File: config.mk
export PLATFORM = sky130hd
export DESIGN_NAME = io_range_claim_decode
export DESIGN_NICKNAME = d
export VERILOG_FILES = /design/src/io_claim_pkg.sv /design/src/io_range_claim_decode.sv
export SDC_FILE = /design/constraint.sdc
export NUM_CORES = 1
export LEC_CHECK = 0
export BUFFER_PORTS_ARGS = -buffer_cell sky130_fd_sc_hd__buf_2
export CORE_MARGIN = 4
export CORE_UTILIZATION = 35
export CTS_BUF_LIST = sky130_fd_sc_hd__clkbuf_4 sky130_fd_sc_hd__clkbuf_8
export CTS_CLUSTER_SIZE = 10
export DETAILED_ROUTE_END_ITERATION = 16
export PLACE_DENSITY = 0.6
export SYNTH_ARGS = -nofsm -noshare
export SYNTH_HDL_FRONTEND = slang
export SYNTH_SLANG_ARGS = --single-unit
export TNS_END_PERCENT = 20
File: constraint.sdc
create_clock -name REF_CLK_I -period 2.25 [get_ports REF_CLK_I]
set_input_delay 0.225 -clock REF_CLK_I [delete_from_list [all_inputs] [get_ports REF_CLK_I]]
set_output_delay 0.225 -clock REF_CLK_I [all_outputs]
set_load 0.01 [all_outputs]
File: src/io_claim_pkg.sv
// Register map, field layout and decode windows for the I/O claim decoder
package io_claim_pkg;

	// Register byte offsets on the Wishbone slave
	localparam logic [7:0] OFS_SLOT_NINE   = 8'h60;
	localparam logic [7:0] OFS_DECODE_CTRL = 8'h64;
	localparam logic [7:0] OFS_MONITOR     = 8'h80;
	localparam logic [7:0] OFS_STATUS      = 8'h84;
	localparam int         OFS_WIDTH       = 8;

	// Reset values
	localparam logic [31:0] RST_SLOT_NINE   = 32'h0000_0000;
	localparam logic [31:0] RST_DECODE_CTRL = 32'h0000_0000;
	localparam logic [31:0] RST_MONITOR     = 32'h0000_0000;

	// Writable bits; everything else reads as zero
	localparam logic [31:0] WMASK_SLOT_NINE   = 32'h000F_FFFF;
	localparam logic [31:0] WMASK_DECODE_CTRL = 32'hFFEF_FFFF;
	localparam logic [31:0] WMASK_MONITOR     = 32'h0000_0003;

	// Decode control fields
	localparam int SERIAL_B_CLAIM_BIT   = 31;
	localparam int SERIAL_B_SEL_MSB     = 30;
	localparam int SERIAL_B_SEL_LSB     = 28;
	localparam int SERIAL_A_CLAIM_BIT   = 27;
	localparam int SERIAL_A_SEL_MSB     = 26;
	localparam int SERIAL_A_SEL_LSB     = 24;
	localparam int TEN_CHIP_SELECT_BIT  = 23;
	localparam int TEN_CLAIM_BIT        = 22;
	localparam int TEN_MONITOR_BIT      = 21;
	localparam int MASK_MSB             = 19;
	localparam int MASK_LSB             = 16;
	localparam int BASE_MSB             = 15;
	localparam int BASE_LSB             = 0;

	// Monitor register fields
	localparam int SERIAL_A_MONITOR_BIT = 0;
	localparam int SERIAL_B_MONITOR_BIT = 1;

	// Serial windows are eight bytes: low three address bits ignored
	localparam int SERIAL_WINDOW_LSB = 3;
	localparam logic [15:0] SERIAL_WIN_0 = 16'h03F8;
	localparam logic [15:0] SERIAL_WIN_1 = 16'h02F8;
	localparam logic [15:0] SERIAL_WIN_2 = 16'h0220;
	localparam logic [15:0] SERIAL_WIN_3 = 16'h0228;
	localparam logic [15:0] SERIAL_WIN_4 = 16'h0238;
	localparam logic [15:0] SERIAL_WIN_5 = 16'h02E8;
	localparam logic [15:0] SERIAL_WIN_6 = 16'h0338;
	localparam logic [15:0] SERIAL_WIN_7 = 16'h03E8;

	typedef struct packed {
		logic        io_cycle;
		logic [15:0] addr;
	} decode_req_type;

	typedef struct packed {
		logic claim;
		logic chip_select_n;
		logic slot_nine_hit;
		logic slot_ten_hit;
		logic serial_a_hit;
		logic serial_b_hit;
	} decode_res_type;

	localparam decode_res_type RST_RESULT = '{
		claim: 1'b0, chip_select_n: 1'b1, slot_nine_hit: 1'b0,
		slot_ten_hit: 1'b0, serial_a_hit: 1'b0, serial_b_hit: 1'b0};

endpackage : io_claim_pkg

File: src/io_range_claim_decode.sv
// Host I/O cycle claim decoder with Wishbone register slave
//
// Contract
// - Slot nine holds a 16-bit base compared against address bits 15..0.
// - Slot nine 4-bit mask in bits 19..16 drops address bits 3..0.
// - Bit 31 with serial B monitor enable claims serial B window.
// - Serial B codes 0..3: 3F8h, 2F8h, 220h, 228h windows.
// - Serial B codes 4..7: 238h, 2E8h, 338h, 3E8h; eight bytes each.
// - Bit 27 with serial A monitor enable claims serial A window.
// - Serial A selector bits 26..24 decode like the serial B selector.
// - Bit 23 with slot ten claim enable drives chip select low on hit.
// - Bit 22 with slot ten monitor enable claims slot ten window.
// - Bit 21 enables slot ten decode; functions need their own enable too.
// - Slot ten mask bits 19..16 drop address bits 3..0 from compare.
// - Non-contiguous masks accepted as is, giving split windows.
// - Slot ten 16-bit base in bits 15..0 compared to address 15..0.
`timescale 1ns/1ps

module io_range_claim_decode #(
	parameter int WB_ADR_WIDTH = 8
) (
	// Clock and reset
	input  wire logic                           REF_CLK_I,
	input  wire logic                           SYS_RST_I,
	// Wishbone classic slave
	input  wire logic                           WB_CYC_I,
	input  wire logic                           WB_STB_I,
	input  wire logic                           WB_WE_I,
	input  wire logic [WB_ADR_WIDTH-1:0]        WB_ADR_I,
	input  wire logic [3:0]                     WB_SEL_I,
	input  wire logic [31:0]                    WB_DAT_I,
	output      logic [31:0]                    WB_DAT_O,
	output      logic                           WB_ACK_O,
	// Host I/O cycle to decode
	input  wire io_claim_pkg::decode_req_type   DECODE_REQ_I,
	// Decode results, one cycle after the request
	output      logic                           EXTENDED_IO_CLAIM_O,
	output      logic                           PERIPHERAL_CHIP_SELECT_1_N_O,
	output      logic                           SLOT_NINE_HIT_O
);

	if (WB_ADR_WIDTH < io_claim_pkg::OFS_WIDTH) begin : g_adr_check
		$error("WB_ADR_WIDTH too narrow for the register map");
	end

	// Decode helpers
	function automatic logic generic_hit(
		input logic [15:0] addr,
		input logic [15:0] base,
		input logic [3:0]  mask
	);
		logic [15:0] care;
		care = ~{12'h000, mask};
		// Mask taken verbatim so split patterns give split windows
		return ((addr ^ base) & care) == 16'h0000;
	endfunction : generic_hit

	function automatic logic [15:0] serial_window(input logic [2:0] code);
		logic [15:0] win;
		case (code)
			3'h0:    win = io_claim_pkg::SERIAL_WIN_0;
			3'h1:    win = io_claim_pkg::SERIAL_WIN_1;
			3'h2:    win = io_claim_pkg::SERIAL_WIN_2;
			3'h3:    win = io_claim_pkg::SERIAL_WIN_3;
			3'h4:    win = io_claim_pkg::SERIAL_WIN_4;
			3'h5:    win = io_claim_pkg::SERIAL_WIN_5;
			3'h6:    win = io_claim_pkg::SERIAL_WIN_6;
			default: win = io_claim_pkg::SERIAL_WIN_7;
		endcase
		return win;
	endfunction : serial_window

	function automatic logic [31:0] merge_write(
		input logic [31:0] old_val,
		input logic [31:0] new_val,
		input logic [3:0]  sel,
		input logic [31:0] wmask
	);
		logic [31:0] lanes;
		lanes = {{8{sel[3]}}, {8{sel[2]}}, {8{sel[1]}}, {8{sel[0]}}};
		return ((old_val & ~lanes) | (new_val & lanes)) & wmask;
	endfunction : merge_write

	// Registers
	logic [31:0]                 slot_nine_reg;
	logic [31:0]                 slot_nine_next;
	logic [31:0]                 ctrl_reg;
	logic [31:0]                 ctrl_next;
	logic [31:0]                 monitor_reg;
	logic [31:0]                 monitor_next;
	logic                        ack_reg;
	logic                        ack_next;
	logic [31:0]                 rdata_reg;
	logic [31:0]                 rdata_next;
	io_claim_pkg::decode_res_type result_reg;
	io_claim_pkg::decode_res_type result_next;

	// Bus decode
	wire logic [7:0] bus_ofs;
	wire logic       bus_req;
	wire logic       bus_wr;
	wire logic       sel_nine;
	wire logic       sel_ctrl;
	wire logic       sel_mon;
	wire logic       sel_stat;
	wire logic [31:0] status_word;
	wire logic [31:0] read_word;

	assign bus_ofs  = WB_ADR_I[io_claim_pkg::OFS_WIDTH-1:0];
	// Ack drops in the cycle after it was given
	assign bus_req  = WB_CYC_I && WB_STB_I && !ack_reg;
	assign bus_wr   = bus_req && WB_WE_I;
	assign sel_nine = bus_ofs == io_claim_pkg::OFS_SLOT_NINE;
	assign sel_ctrl = bus_ofs == io_claim_pkg::OFS_DECODE_CTRL;
	assign sel_mon  = bus_ofs == io_claim_pkg::OFS_MONITOR;
	assign sel_stat = bus_ofs == io_claim_pkg::OFS_STATUS;

	assign status_word = {26'h0, result_reg};
	// Unmapped offsets read zero and still get an ack
	assign read_word = sel_nine ? slot_nine_reg :
	                   sel_ctrl ? ctrl_reg :
	                   sel_mon  ? monitor_reg :
	                   sel_stat ? status_word : 32'h0000_0000;

	assign slot_nine_next = (bus_wr && sel_nine) ?
		merge_write(slot_nine_reg, WB_DAT_I, WB_SEL_I,
		            io_claim_pkg::WMASK_SLOT_NINE) : slot_nine_reg;
	assign ctrl_next = (bus_wr && sel_ctrl) ?
		merge_write(ctrl_reg, WB_DAT_I, WB_SEL_I,
		            io_claim_pkg::WMASK_DECODE_CTRL) : ctrl_reg;
	assign monitor_next = (bus_wr && sel_mon) ?
		merge_write(monitor_reg, WB_DAT_I, WB_SEL_I,
		            io_claim_pkg::WMASK_MONITOR) : monitor_reg;
	assign ack_next   = bus_req;
	assign rdata_next = bus_req ? read_word : 32'h0000_0000;

	// Field views
	wire logic [15:0] nine_base;
	wire logic [3:0]  nine_mask;
	wire logic [15:0] ten_base;
	wire logic [3:0]  ten_mask;
	wire logic [2:0]  serial_a_range_select;
	wire logic [2:0]  serial_b_range_select;
	wire logic        serial_a_claim_enable;
	wire logic        serial_b_claim_enable;
	wire logic        serial_a_monitor_enable;
	wire logic        serial_b_monitor_enable;
	wire logic        slot_ten_chip_select_enable;
	wire logic        slot_ten_claim_enable;
	wire logic        slot_ten_monitor_enable;

	assign nine_base = slot_nine_reg[io_claim_pkg::BASE_MSB:
	                                 io_claim_pkg::BASE_LSB];
	assign nine_mask = slot_nine_reg[io_claim_pkg::MASK_MSB:
	                                 io_claim_pkg::MASK_LSB];
	assign ten_base  = ctrl_reg[io_claim_pkg::BASE_MSB:
	                            io_claim_pkg::BASE_LSB];
	assign ten_mask  = ctrl_reg[io_claim_pkg::MASK_MSB:
	                            io_claim_pkg::MASK_LSB];
	assign serial_a_range_select = ctrl_reg[io_claim_pkg::SERIAL_A_SEL_MSB:
	                                        io_claim_pkg::SERIAL_A_SEL_LSB];
	assign serial_b_range_select = ctrl_reg[io_claim_pkg::SERIAL_B_SEL_MSB:
	                                        io_claim_pkg::SERIAL_B_SEL_LSB];
	assign serial_a_claim_enable = ctrl_reg[io_claim_pkg::SERIAL_A_CLAIM_BIT];
	assign serial_b_claim_enable = ctrl_reg[io_claim_pkg::SERIAL_B_CLAIM_BIT];
	assign serial_a_monitor_enable =
		monitor_reg[io_claim_pkg::SERIAL_A_MONITOR_BIT];
	assign serial_b_monitor_enable =
		monitor_reg[io_claim_pkg::SERIAL_B_MONITOR_BIT];
	assign slot_ten_chip_select_enable =
		ctrl_reg[io_claim_pkg::TEN_CHIP_SELECT_BIT];
	assign slot_ten_claim_enable   = ctrl_reg[io_claim_pkg::TEN_CLAIM_BIT];
	assign slot_ten_monitor_enable = ctrl_reg[io_claim_pkg::TEN_MONITOR_BIT];

	// Window decode
	wire logic        io_cyc;
	wire logic [15:0] io_addr;
	wire logic [15:0] win_a;
	wire logic [15:0] win_b;
	wire logic        hit_nine;
	wire logic        hit_ten;
	wire logic        hit_a;
	wire logic        hit_b;
	wire logic        claim_a;
	wire logic        claim_b;
	wire logic        claim_ten;
	wire logic        select_ten;

	assign io_cyc  = DECODE_REQ_I.io_cycle;
	assign io_addr = DECODE_REQ_I.addr;
	assign win_b   = serial_window(serial_b_range_select);
	assign win_a   = serial_window(serial_a_range_select);
	assign hit_b   = io_cyc && io_addr[15:io_claim_pkg::SERIAL_WINDOW_LSB] ==
	                 win_b[15:io_claim_pkg::SERIAL_WINDOW_LSB];
	assign hit_a   = io_cyc && io_addr[15:io_claim_pkg::SERIAL_WINDOW_LSB] ==
	                 win_a[15:io_claim_pkg::SERIAL_WINDOW_LSB];
	assign hit_nine = io_cyc && generic_hit(io_addr, nine_base, nine_mask);
	assign hit_ten  = io_cyc && slot_ten_monitor_enable &&
	                  generic_hit(io_addr, ten_base, ten_mask);

	assign claim_b = hit_b && serial_b_claim_enable &&
	                 serial_b_monitor_enable;
	assign claim_a = hit_a && serial_a_claim_enable &&
	                 serial_a_monitor_enable;
	assign claim_ten  = hit_ten && slot_ten_claim_enable;
	assign select_ten = claim_ten && slot_ten_chip_select_enable;

	always_comb begin
		result_next               = io_claim_pkg::RST_RESULT;
		result_next.claim         = claim_a || claim_b || claim_ten;
		result_next.chip_select_n = !select_ten;
		result_next.slot_nine_hit = hit_nine;
		result_next.slot_ten_hit  = hit_ten;
		result_next.serial_a_hit  = hit_a;
		result_next.serial_b_hit  = hit_b;
	end

	always_ff @(posedge REF_CLK_I) begin
		if (SYS_RST_I) begin
			slot_nine_reg <= io_claim_pkg::RST_SLOT_NINE;
			ctrl_reg      <= io_claim_pkg::RST_DECODE_CTRL;
			monitor_reg   <= io_claim_pkg::RST_MONITOR;
			ack_reg       <= 1'b0;
			rdata_reg     <= 32'h0000_0000;
			result_reg    <= io_claim_pkg::RST_RESULT;
		end else begin
			slot_nine_reg <= slot_nine_next;
			ctrl_reg      <= ctrl_next;
			monitor_reg   <= monitor_next;
			ack_reg       <= ack_next;
			rdata_reg     <= rdata_next;
			result_reg    <= result_next;
		end
	end

	assign WB_ACK_O                     = ack_reg;
	assign WB_DAT_O                     = rdata_reg;
	assign EXTENDED_IO_CLAIM_O          = result_reg.claim;
	assign PERIPHERAL_CHIP_SELECT_1_N_O = result_reg.chip_select_n;
	assign SLOT_NINE_HIT_O              = result_reg.slot_nine_hit;
endmodule : io_range_claim_decode

# == Yosys cells after proc, flatten, opt, wreduce, memory -nomap -nowiden ==
# Cells that the tools add are included.
# totals
reg_bits,92
input_bits,66
output_inout_bits,36
word_cells,80
# classes
n_eq_ne,18
mux,6
n_bitwise,15
reduce_logical,28
# op_table
operator,n
$pmux W9 S7,2
$and A32 B32 Y32,2
$and A16 B16 Y16,2
$logic_not A16 Y1,2
$mux W32,1
$not A32 Y32,1
$not A4 Y16,2
$or A32 B32 Y32,1
$xor A16 B16 Y16,2
$eq A13 B13 Y1,2
$and A20 B20 Y20,1
$mux W20,1
$or A20 B20 Y20,1
$eq A3 B3 Y1 const B,6
$logic_and A1 B1 Y1,17
$eq A8 B7 Y1 const B,2
$eq A8 B8 Y1 const B,2
$eq A3 B2 Y1 const B,4
$mux W6,2
$eq A3 B1 Y1 const B,2
$logic_not A3 Y1,2
$reduce_or A5 Y1,1
$reduce_or A3 Y1,1
$and A2 B2 Y2,1
other kinds (5),7

# == Depth between registers and ports, before layout ==
# Gate-level depths: netlist of run 1.
# depth
depth_word,8
mapped_depth,7
mapped_depth_nobuf,5

# == Least setup slack after synthesis of run 1 ==
# OpenSTA, ideal clock, no wires.
# synth_timing
path_kind,input to register
start,in WB_ADR_I[4]
end,reg with a tool-made name
setup_time_ns,0.132
arrival_ns,1.634
required_ns,2.118
path_slack_ns,0.484
stages,7
n_path_buf,2
path_cell_list,or4_1 buf_2 nor4_4 buf_4 nand2_1 nand2_1 a21oi_1
# synth_lines
element,line,source
"start, declared",io_range_claim_decode.sv:29,"input wire logic [WB_ADR_WIDTH-1:0] WB_ADR_I,"

==> results of run 1 <==
cell families (layout without fill, tap and decap cells):
| family | after synthesis | after routing |
|---|---|---|
| other | 1 | 1 |
| XOR/XNOR | 36 | 36 |
| AND/OR/NAND/NOR | 199 | 199 |
| buffers and inverters | 36 | 128 |
| AO/OA/AOI/OAI | 94 | 94 |
| flip-flops | 91 | 91 |
| multiplexers | 8 | 8 |
per-layer routing:
metal	part of all wire, %	track usage (%)	vias up	wire (um)
met1	41	22.6	1674	4670
met4	1.9	7.05	0	210
met5	0	0	-	0
met2	49	29.6	105	5570
met3	7.6	4.35	15	864
li1	-	-	1781	-
worst paths after layout:
| kind | start | end | cells past startpoint |
|---|---|---|---|
| max | WB_ADR_I[4] | register | 6 |
| min reg2reg | register | PERIPHERAL_CHIP_SELECT_1_N_O | 1 |
| min | WB_DAT_I[24] | register | 3 |
| max reg2reg | WB_ACK_O | register | 5 |
placed cells by master, fill, tap and decap left out, drive strengths merged, types with 3 or more instances in the layout:
cell,netlist,final
buf,15,109
nor3,5,5
a21oi,51,51
mux2i,6,6
inv,3,7
dfxtp,91,91
and3,16,16
clkbuf,18,9
nor2,37,37
nand3,24,24
a22o,4,4
a31oi,7,7
xor2,10,10
nor4b,4,4
xnor2,26,26
nand2,90,90
nand4,3,3
a22oi,20,20
nor4,5,5
tightest hold or removal path: cells and delay by family:
kind	cells	cell delay [ps]
buffers and inverters	1	100
AND/OR/NAND/NOR	1	50
AO/OA/AOI/OAI	1	50
layout make-up:
type                    count  area, sq um  area share, %
multi-input cells         338         1930           40.7
flip-flops and latches     91         1820           38.5
repair buffers            109          583           12.3
well taps                 140          175           3.70
clock buffers               9          124           2.62
clock inverters             7         92.6           1.96
inverters                   3         11.3          0.238
through the flow:
step	cell area [sq um]	hold WS, ps	worst slack, ps	util (%)	total power (W)
after floorplan	3920	365	484	-	0.00174
after global placement	4520	430	152	41.5	0.00184
after detailed placement	4520	427	67.0	41.5	0.00184
after CTS	4730	72.5	452	43.5	0.00303
after global routing	4730	62.7	354	43.5	0.00312
final	4730	81.4	478	43.5	0.00299
power breakdown:
group          switching, W  internal (W)
clock network      0.000640      0.000544
logic              0.000115     0.0000786
registers       0.000000555       0.00161
total              0.000756       0.00223
==> results.tsv, run 1 <==
metric	value	unit
cap_violations	0	
cp_max_fo	8	
status	finished clean	
antenna_found_initial	0	
overflow	0	
critPathArrivalTime	2080	ps
wl_per_cell	16.2	um
ys_seq_area_share	46.5	%
clock_sinks	91	
drv_slew	0	
synthCells	465	
grt_max_degree	57	
synthMuxAreaShare	2.11	%
layout-drive-gt1-share	23.3	%
setup_viol	0	
skew	14.8	ps
placed_cells	681	
hpwl	8.54	mm
synthFlopType	dfxtp_1	
max_freq	0.564	GHz
grt_pass1_wl	18.0	mm
yosys.area.top_type	dfxtp_1	
root_buffer	clkbuf_8	
via_per_inst	5.13	
min_path_type	in -> reg	
stdcell_count	697	
cts_tree	yes	
antenna_cells	0	
critPathBufInv	1	
rsz0062_at_grt	false	
cp_cell_sequence	buf_2, or4_1, nor4_4, and2_1, nand2_1, a21oi_1	
setup_tns	0	ps
fin_nets	618	
synthAdderAreaFrac	0	%
end_kind	register	
fill_cells	1109	
synth_edf_count	0	
clk_path_buf_depth	2	
synth-compound-area-share	14.7	%
drt_wl_total	11.3	mm
num_rows	38	
dieArea	12900	sq um
rrSetupSlack	490	ps
routabilityCongestion	0.897	
synth_area	3920	sq um
crit_family	simple AND/OR/NAND/NOR gates	
path_clk_slew	110	ps
synth_most_common_cell	dfxtp_1	
yosys.area_share.simple	24.3	%
path_class	in -> reg	
cts_buffers	9	
fin_crit_sh	78.7	%
postCtsHoldBufs	0	
cp.required	2560	ps
coreArea	10900	sq um
cp-start-kind	input pin	
synth_nets	531	
fp.dieW	114	um
start_util	36.0	%
synth_top_family_by_area	simple AND/OR/NAND/NOR gates	
syn_area_per_cell	8.42	sq um
ir_drop	254	uV
relSlewSlack	60.7	%
cts_max_level	3	
vias	3575	
ys_types	43	
critPathMaxStageDelay	610	ps
drc	0	
ctsResizeCount	0	
syn_to_final_growth	20.9	%
timing_hold_violations_final	0	
synth-seq-cells	91	
async_flop_share	0	%
clk_latency	380	ps
ant_nets	0	
grt_util_all_layers	18.0	%
die_h	114	um
cts_setup_buffers	0	
p_leak	1.82	nW
io_pins	102	
synth_common_cells	dfxtp_1 (91), nand2_1 (90), a21oi_1 (51), nor2_1 (37), xnor2_1 (26)	
yosysWarnings	0	
cpMaxStageDelayCell	or4_1	
power_density	631	nW/um^2
yosys-top-cells-area	dfxtp_1 (47%), nand2_1 (8.6%), a21oi_1 (6.5%)	
tightest_slew	589	ps
portBuffers	99	
netlist.area_leader.share	46.5	%
period_needed	1770	ps
grt_pass1_vias	3547	
drtPass1Iterations	4	
synth_xor_area_share	8.05	%
drtIter0Drc	257	
Power figures use the tool's default switching activity.
==> inputs of run 2 (changes only) <==
Settings changed: PLACE_DENSITY 0.6 to 0.62.
Clock period 2.25 ns to 1.54 ns, I/O delays scaled along.
==> run 2 against run 1 <==
The run now ends with negative setup slack left; final area grew 9.7%; sequential power increased by 46%; global-route usage is 0.45 points higher; setup slack got worse by 500 ps; first-iteration DRC count shrank 18%; sequential share of layout area is 3.4 points lower; die area unchanged; clock-buffer cell count is 2 higher; wire length rose by 4.4%; register-to-register slack worse by 510 ps; via count increased by 5.2%; sequential cell count did not move; critical path type is now reg -> reg; highest routed layer unchanged.
==> results.tsv, run 2 (synthesis gave the netlist of run 1 again) <==
metric	value	unit	change
status	complete, but fails checks		was finished clean
violations	negative setup slack		
p_leak	2.04	nW	was 1.82 nW
max_freq	0.640	GHz	
layout_common_cells	buf_2 (99), dfxtp_1 (89), nand2_1 (83)		was buf_2 (99), dfxtp_1 (91), nand2_1 (90)
cts_max_level	3		unchanged
cp_max_fo	8		unchanged
worst_slack	-21.6	ps	was 478 ps
cts_buffers	9		unchanged
cts_tree	yes		unchanged
clk_path_buf_depth	2		unchanged
coreArea	10900	sq um	unchanged
vias	3761		was 3575
layout-drive-gt1-share	34.7	%	was 23.3%
clock_sinks	91		unchanged
portBuffers	99		unchanged
antenna_cells	0		unchanged
dieArea	12900	sq um	unchanged
drtPass1Iterations	5		was 4
end_kind	register		unchanged
skew	13.1	ps	was 14.8 ps
tightest_slew	500	ps	was 589 ps
routabilityCongestion	0.869		was 0.897
wl_per_cell	16.0	um	was 16.2 um
grt_pass1_vias	3766		was 3547
crit_family	simple AND/OR/NAND/NOR gates		unchanged
fin_crit_sh	101	%	
overflow	0		unchanged
fin_area	5190	sq um	was 4730 sq um
clk_latency	360	ps	was 380 ps
cp_cell_sequence	nand4b_1, nor4_4, and2_1, buf_6, nand2_1, a21oi_1		was buf_2, or4_1, nor4_4, and2_1, nand2_1, a21oi_1
ir_drop	377	uV	was 254 uV
critPathBufInv	1		unchanged
path_class	reg -> reg		was in -> reg
drc	0		unchanged
cpMaxStageDelayCell	dfxtp_2		was or4_1
grt_max_degree	39		was 57
drt_wl_total	11.8	mm	was 11.3 mm
grt_pass1_wl	18.8	mm	was 18.0 mm
period_needed	1560	ps	
hpwl	8.87	mm	was 8.54 mm
placed_area	4830	sq um	was 4520 sq um
ant_nets	0		unchanged
path_clk_slew	100	ps	was 110 ps
grt_util_all_layers	18.4	%	was 18.0%
power_density	816	nW/um^2	was 631 nW/um^2
num_rows	38		unchanged
die_h	114	um	unchanged
cp-start-kind	register		was input pin
io_pins	102		unchanged
utilization	47.7	%	was 43.5%
setup_viol	15		was 0
final_common_cell	buf_2		unchanged
min_path_type	in -> reg		unchanged
rsz0062_at_grt	true		was false
syn_to_final_growth	32.7	%	was 20.9%
critPathArrivalTime	1840	ps	was 2080 ps
timing_hold_violations_final	0		unchanged
fp.dieW	114	um	unchanged
drv_slew	0		unchanged
antenna_found_initial	0		unchanged
drtIter0Drc	210		was 257
root_buffer	clkbuf_8		unchanged
cap_violations	0		unchanged
relSlewSlack	66.6	%	was 60.7%
cp.required	1820	ps	was 2560 ps
fin_nets	658		was 618
via_per_inst	5.10		was 5.13
start_util	36.0	%	unchanged
critPathMaxStageDelay	330	ps	was 610 ps
[run 2: cell count changes in the layout (fill, tap and decap cells not counted), moves of 3 or more]
cell | before | now
buf_4 | 9 | 42
a21oi_1 | 51 | 38
a21oi_2 | 0 | 13
nand2_1 | 90 | 83
buf_6 | 0 | 6
nand3_1 | 24 | 19
nand3_2 | 0 | 5
nand2_2 | 0 | 4
and3_1 | 16 | 13
and3_4 | 0 | 3
nand2_4 | 0 | 3
[run 2: stage by stage]
stage | total power (W) | setup slack (ps) | instances | TNS [ps] | hold slack, ps
after floorplan | 0.00254 | -106 | 465 | -1320 | 294
after global placement | 0.00271 | -317 | 720 | -21110 | 411
after detailed placement | 0.00272 | -361 | 720 | -23840 | 417
after CTS | 0.00426 | -0.915 | 737 | -1.12 | 17.0
after global routing | 0.00440 | -127 | 737 | -3330 | 32.2
final | 0.00424 | -21.6 | 737 | -112 | 31.6
[run 2: path summary, 6_finish.rpt]
path,end,from,cells past startpoint,slack [ps]
min reg2reg,PERIPHERAL_CHIP_SELECT_1_N_O,register,1,470
min,register,WB_DAT_I[24],3,30
max,register,WB_ACK_O,6,-20
max reg2reg,register,WB_ACK_O,6,-20
[run 2: what timing repair did]
| item | CTS | global route |
|---|---|---|
| resized for setup | 15 | 31 |
| hold buffers | 0 | 0 |
| gates cloned | 1 | 0 |
| buffers inserted | 0 | 0 |
| endpoints found under the setup margin | 51 | 57 |
| pin swaps | 1 | 32 |
[run 2: power breakdown]
group	switching, W	leakage [nW]	internal, W
clock network	0.000884	0.0994	0.000676
registers	0.000000796	0.734	0.00235
logic	0.000187	1.21	0.000140
total	0.00107	2.04	0.00317
[run 2: final cells by class]
type                    instances  area (sq um)
clock inverters                 5          46.3
fillers                      1038          5690
repair buffers                149           918
multi-input cells             338          2070
flip-flops and latches         91          1820
clock buffers                  11           145
well taps                     140           175
inverters                       3          13.8
[run 2: routing by layer]
layer,share of wire (%),vias to the layer above,global-route usage (%),wire (um)
li1,-,1872,-,-
met1,43,1763,24.0,5080
met2,49,111,31.1,5850
met3,6.1,15,3.34,724
met4,1.5,0,5.45,172
met5,0,-,0,0
[run 2: tightest hold or removal path, delay by kind of cell]
family	cells	cell delay (ps)
buf+inv	1	90
simple gates	1	50
compound gates	1	50
==> inputs of run 3 (changes only) <==
Settings changed: ABC_AREA from default to 1.
==> run 3 against run 2 <==
Critical path depth did not move; setup slack improved by 160 ps; sequential cell count unchanged; the run now ends clean; clock power rose by 28%; highest routed layer unchanged; first-iteration DRC count increased by 2.4%; maximum frequency up 11%; clock-buffer cell count down 2.
==> results.tsv, run 3 <==
metric	value	unit	change
die_h	115	um	was 114 um
num_rows	38		unchanged
fin_nets	724		was 658
synth_edf_count	0		unchanged
ctsResizeCount	0		was 15
ant_nets	0		unchanged
hpwl	8.81	mm	was 8.87 mm
power_density	938	nW/um^2	was 816 nW/um^2
cap_violations	0		unchanged
layout-drive-gt1-share	23.7	%	was 34.7%
ys_types	37		was 43
drc	0		unchanged
drtIter0Drc	215		was 210
placed_area	4710	sq um	was 4830 sq um
ys_seq_area_share	45.2	%	was 46.5%
clkPwrFrac	42.8	%	was 36.8%
cp_max_fo	15		was 8
skew	11.0	ps	was 13.1 ps
min_path_type	in -> reg		unchanged
portBuffers	99		unchanged
setup_tns	0	ps	was -112 ps
drt_wl_total	11.2	mm	was 11.8 mm
end_kind	register		unchanged
period_needed	1400	ps	was 1560 ps
synth_common_cells	nand2_1 (109), dfxtp_1 (91), inv_1 (78), a21oi_1 (60), o21ai_0 (56)		was dfxtp_1 (91), nand2_1 (90), a21oi_1 (51), nor2_1 (37), xnor2_1 (26)
coreArea	11000	sq um	was 10900 sq um
grt_pass1_vias	3625		was 3766
postCtsHoldBufs	0		unchanged
cts_max_level	3		unchanged
r2r_cells	6		unchanged
io_pins	102		unchanged
synth_most_common_cell	nand2_1		was dfxtp_1
setup_viol	0		was 15
netlist.area_leader.share	45.2	%	was 46.5%
drv_slew	0		unchanged
root_buffer	clkbuf_8		unchanged
grt_max_degree	55		was 39
yosys.area.top_type	dfxtp_1		unchanged
grt_util_all_layers	17.0	%	was 18.4%
clock_sinks	91		unchanged
seq_power_share	50.5	%	was 55.5%
cts_setup_buffers	0		unchanged
yosysWarnings	0		unchanged
timing_hold_violations_final	0		unchanged
status	finished clean		was complete, but fails checks
synth_nets	616		was 531
rsz0062_at_grt	true		unchanged
power_switching_share	23.3	%	was 25.3%
stdcell_count	803		was 737
max_freq	0.712	GHz	was 0.640 GHz
grt_pass1_wl	17.7	mm	was 18.8 mm
cts_tree	yes		unchanged
p_leak	2.21	nW	was 2.04 nW
via_per_inst	4.73		was 5.10
fin_crit_sh	91.2	%	was 101%
fin_area	4960	sq um	was 5190 sq um
clk_path_buf_depth	2		unchanged
cts_buffers	9		unchanged
path_class	reg -> reg		unchanged
yosys-top-cells-area	dfxtp_1 (45%), nand2_1 (10%), a21oi_1 (7.5%)		was dfxtp_1 (47%), nand2_1 (8.6%), a21oi_1 (6.5%)
cp-start-kind	register		unchanged
finalPower	0.00466	W	was 0.00424 W
vias	3802		was 3761
cp.required	1790	ps	was 1820 ps
combPwrFrac	6.7	%	was 7.7%
routabilityCongestion	0.851		was 0.869
path_clk_slew	100	ps	about the same
synth_area	4030	sq um	was 3920 sq um
overflow	0		unchanged
start_util	36.5	%	was 36.0%
placed_cells	787		was 720
p_switching	0.00109	W	was 0.00107 W
holdPathStages	3		unchanged
clk_latency	360	ps	about the same
fp.dieW	115	um	was 114 um
syn_area_per_cell	7.32	sq um	was 8.42 sq um
synthCells	550		was 465
antenna_found_initial	0		unchanged
layout_common_cells	nand2_1 (108), buf_2 (99), dfxtp_1 (91)		was buf_2 (99), dfxtp_1 (89), nand2_1 (83)
wl_per_cell	14.0	um	was 16.0 um
antenna_cells	0		unchanged
synth-seq-cells	91		unchanged
synthFlopType	dfxtp_1		unchanged
dieArea	13300	sq um	was 12900 sq um
async_flop_share	0	%	unchanged
p_int	0.00357	W	was 0.00317 W
fill_cells	1137		was 1038
critPathArrivalTime	1650	ps	was 1840 ps
ir_drop	499	uV	was 377 uV
final_common_cell	nand2_1		was buf_2
drtPass1Iterations	4		was 5
syn_to_final_growth	23.3	%	was 32.7%
-- run 3: final timing paths --
| path | end | slack (ps) | from |
|---|---|---|---|
| max | register | 140 | WB_ACK_O |
| min | register | 60 | WB_DAT_I[29] |
| min reg2reg | PERIPHERAL_CHIP_SELECT_1_N_O | 420 | register |
| max reg2reg | register | 140 | WB_ACK_O |
-- run 3: cells by family (layout without fill, tap and decap cells) --
kind of cell	Yosys count	after routing	share of synthesized area, %
xor gates and xnor gates	8	8	1.74
and+or+nand+nor	208	208	23.4
AOI/OAI and AO/OA	142	142	18.7
buffers and inverters	100	213	10.8
DFF	91	91	45.2
other	1	1	0.0931
-- run 3: layout make-up --
class                           count  area (sq um)  area share (%)
Tap cell                          140           175            3.53
Inverter                           85           325            6.55
Clock buffer                        9           124            2.50
Clock inverter                      7           124            2.50
Timing Repair Buffer              112           618            12.5
Multi-Input combinational cell    359          1780            35.8
Sequential cell                    91          1820            36.7
-- run 3: power groups by stage --
stage          combinational, W  sequential [W]  clock, W
2_1_floorplan          0.000137         0.00241         0
3_3_place_gp           0.000304         0.00241         0
3_5_place_dp           0.000309         0.00241         0
4_1_cts                0.000310         0.00235   0.00202
5_1_grt                0.000344         0.00235   0.00211
6_report               0.000310         0.00235   0.00199
-- run 3: routing by layer --
| metal | up-vias | track usage [%] | part of all wire, % |
|---|---|---|---|
| met5 | - | 0 | 0 |
| met4 | 0 | 5.71 | 1.5 |
| met3 | 13 | 3.26 | 7.3 |
| met2 | 121 | 27.7 | 47 |
| met1 | 1688 | 22.5 | 44 |
| li1 | 1980 | - | - |
-- run 3: worst max-delay path: stages (launching register included) --
cell and delay [ps]:
dfxtp_1 330, nor2_2 130, nand3_2 120, nor2_4 210
nand2_2 220, o21ai_0 230, a21oi_1 50
-- run 3: through the flow --
| step | util, % | hold WS, ps | worst slack (ps) |
|---|---|---|---|
| floorplan | - | 223 | 207 |
| global placement | 42.7 | 398 | 119 |
| detailed placement | 42.7 | 394 | 85.7 |
| CTS | 44.9 | 46.9 | 95.7 |
| global route | 45.0 | 61.8 | -6.54 |
| finish | 45.0 | 60.1 | 136 |
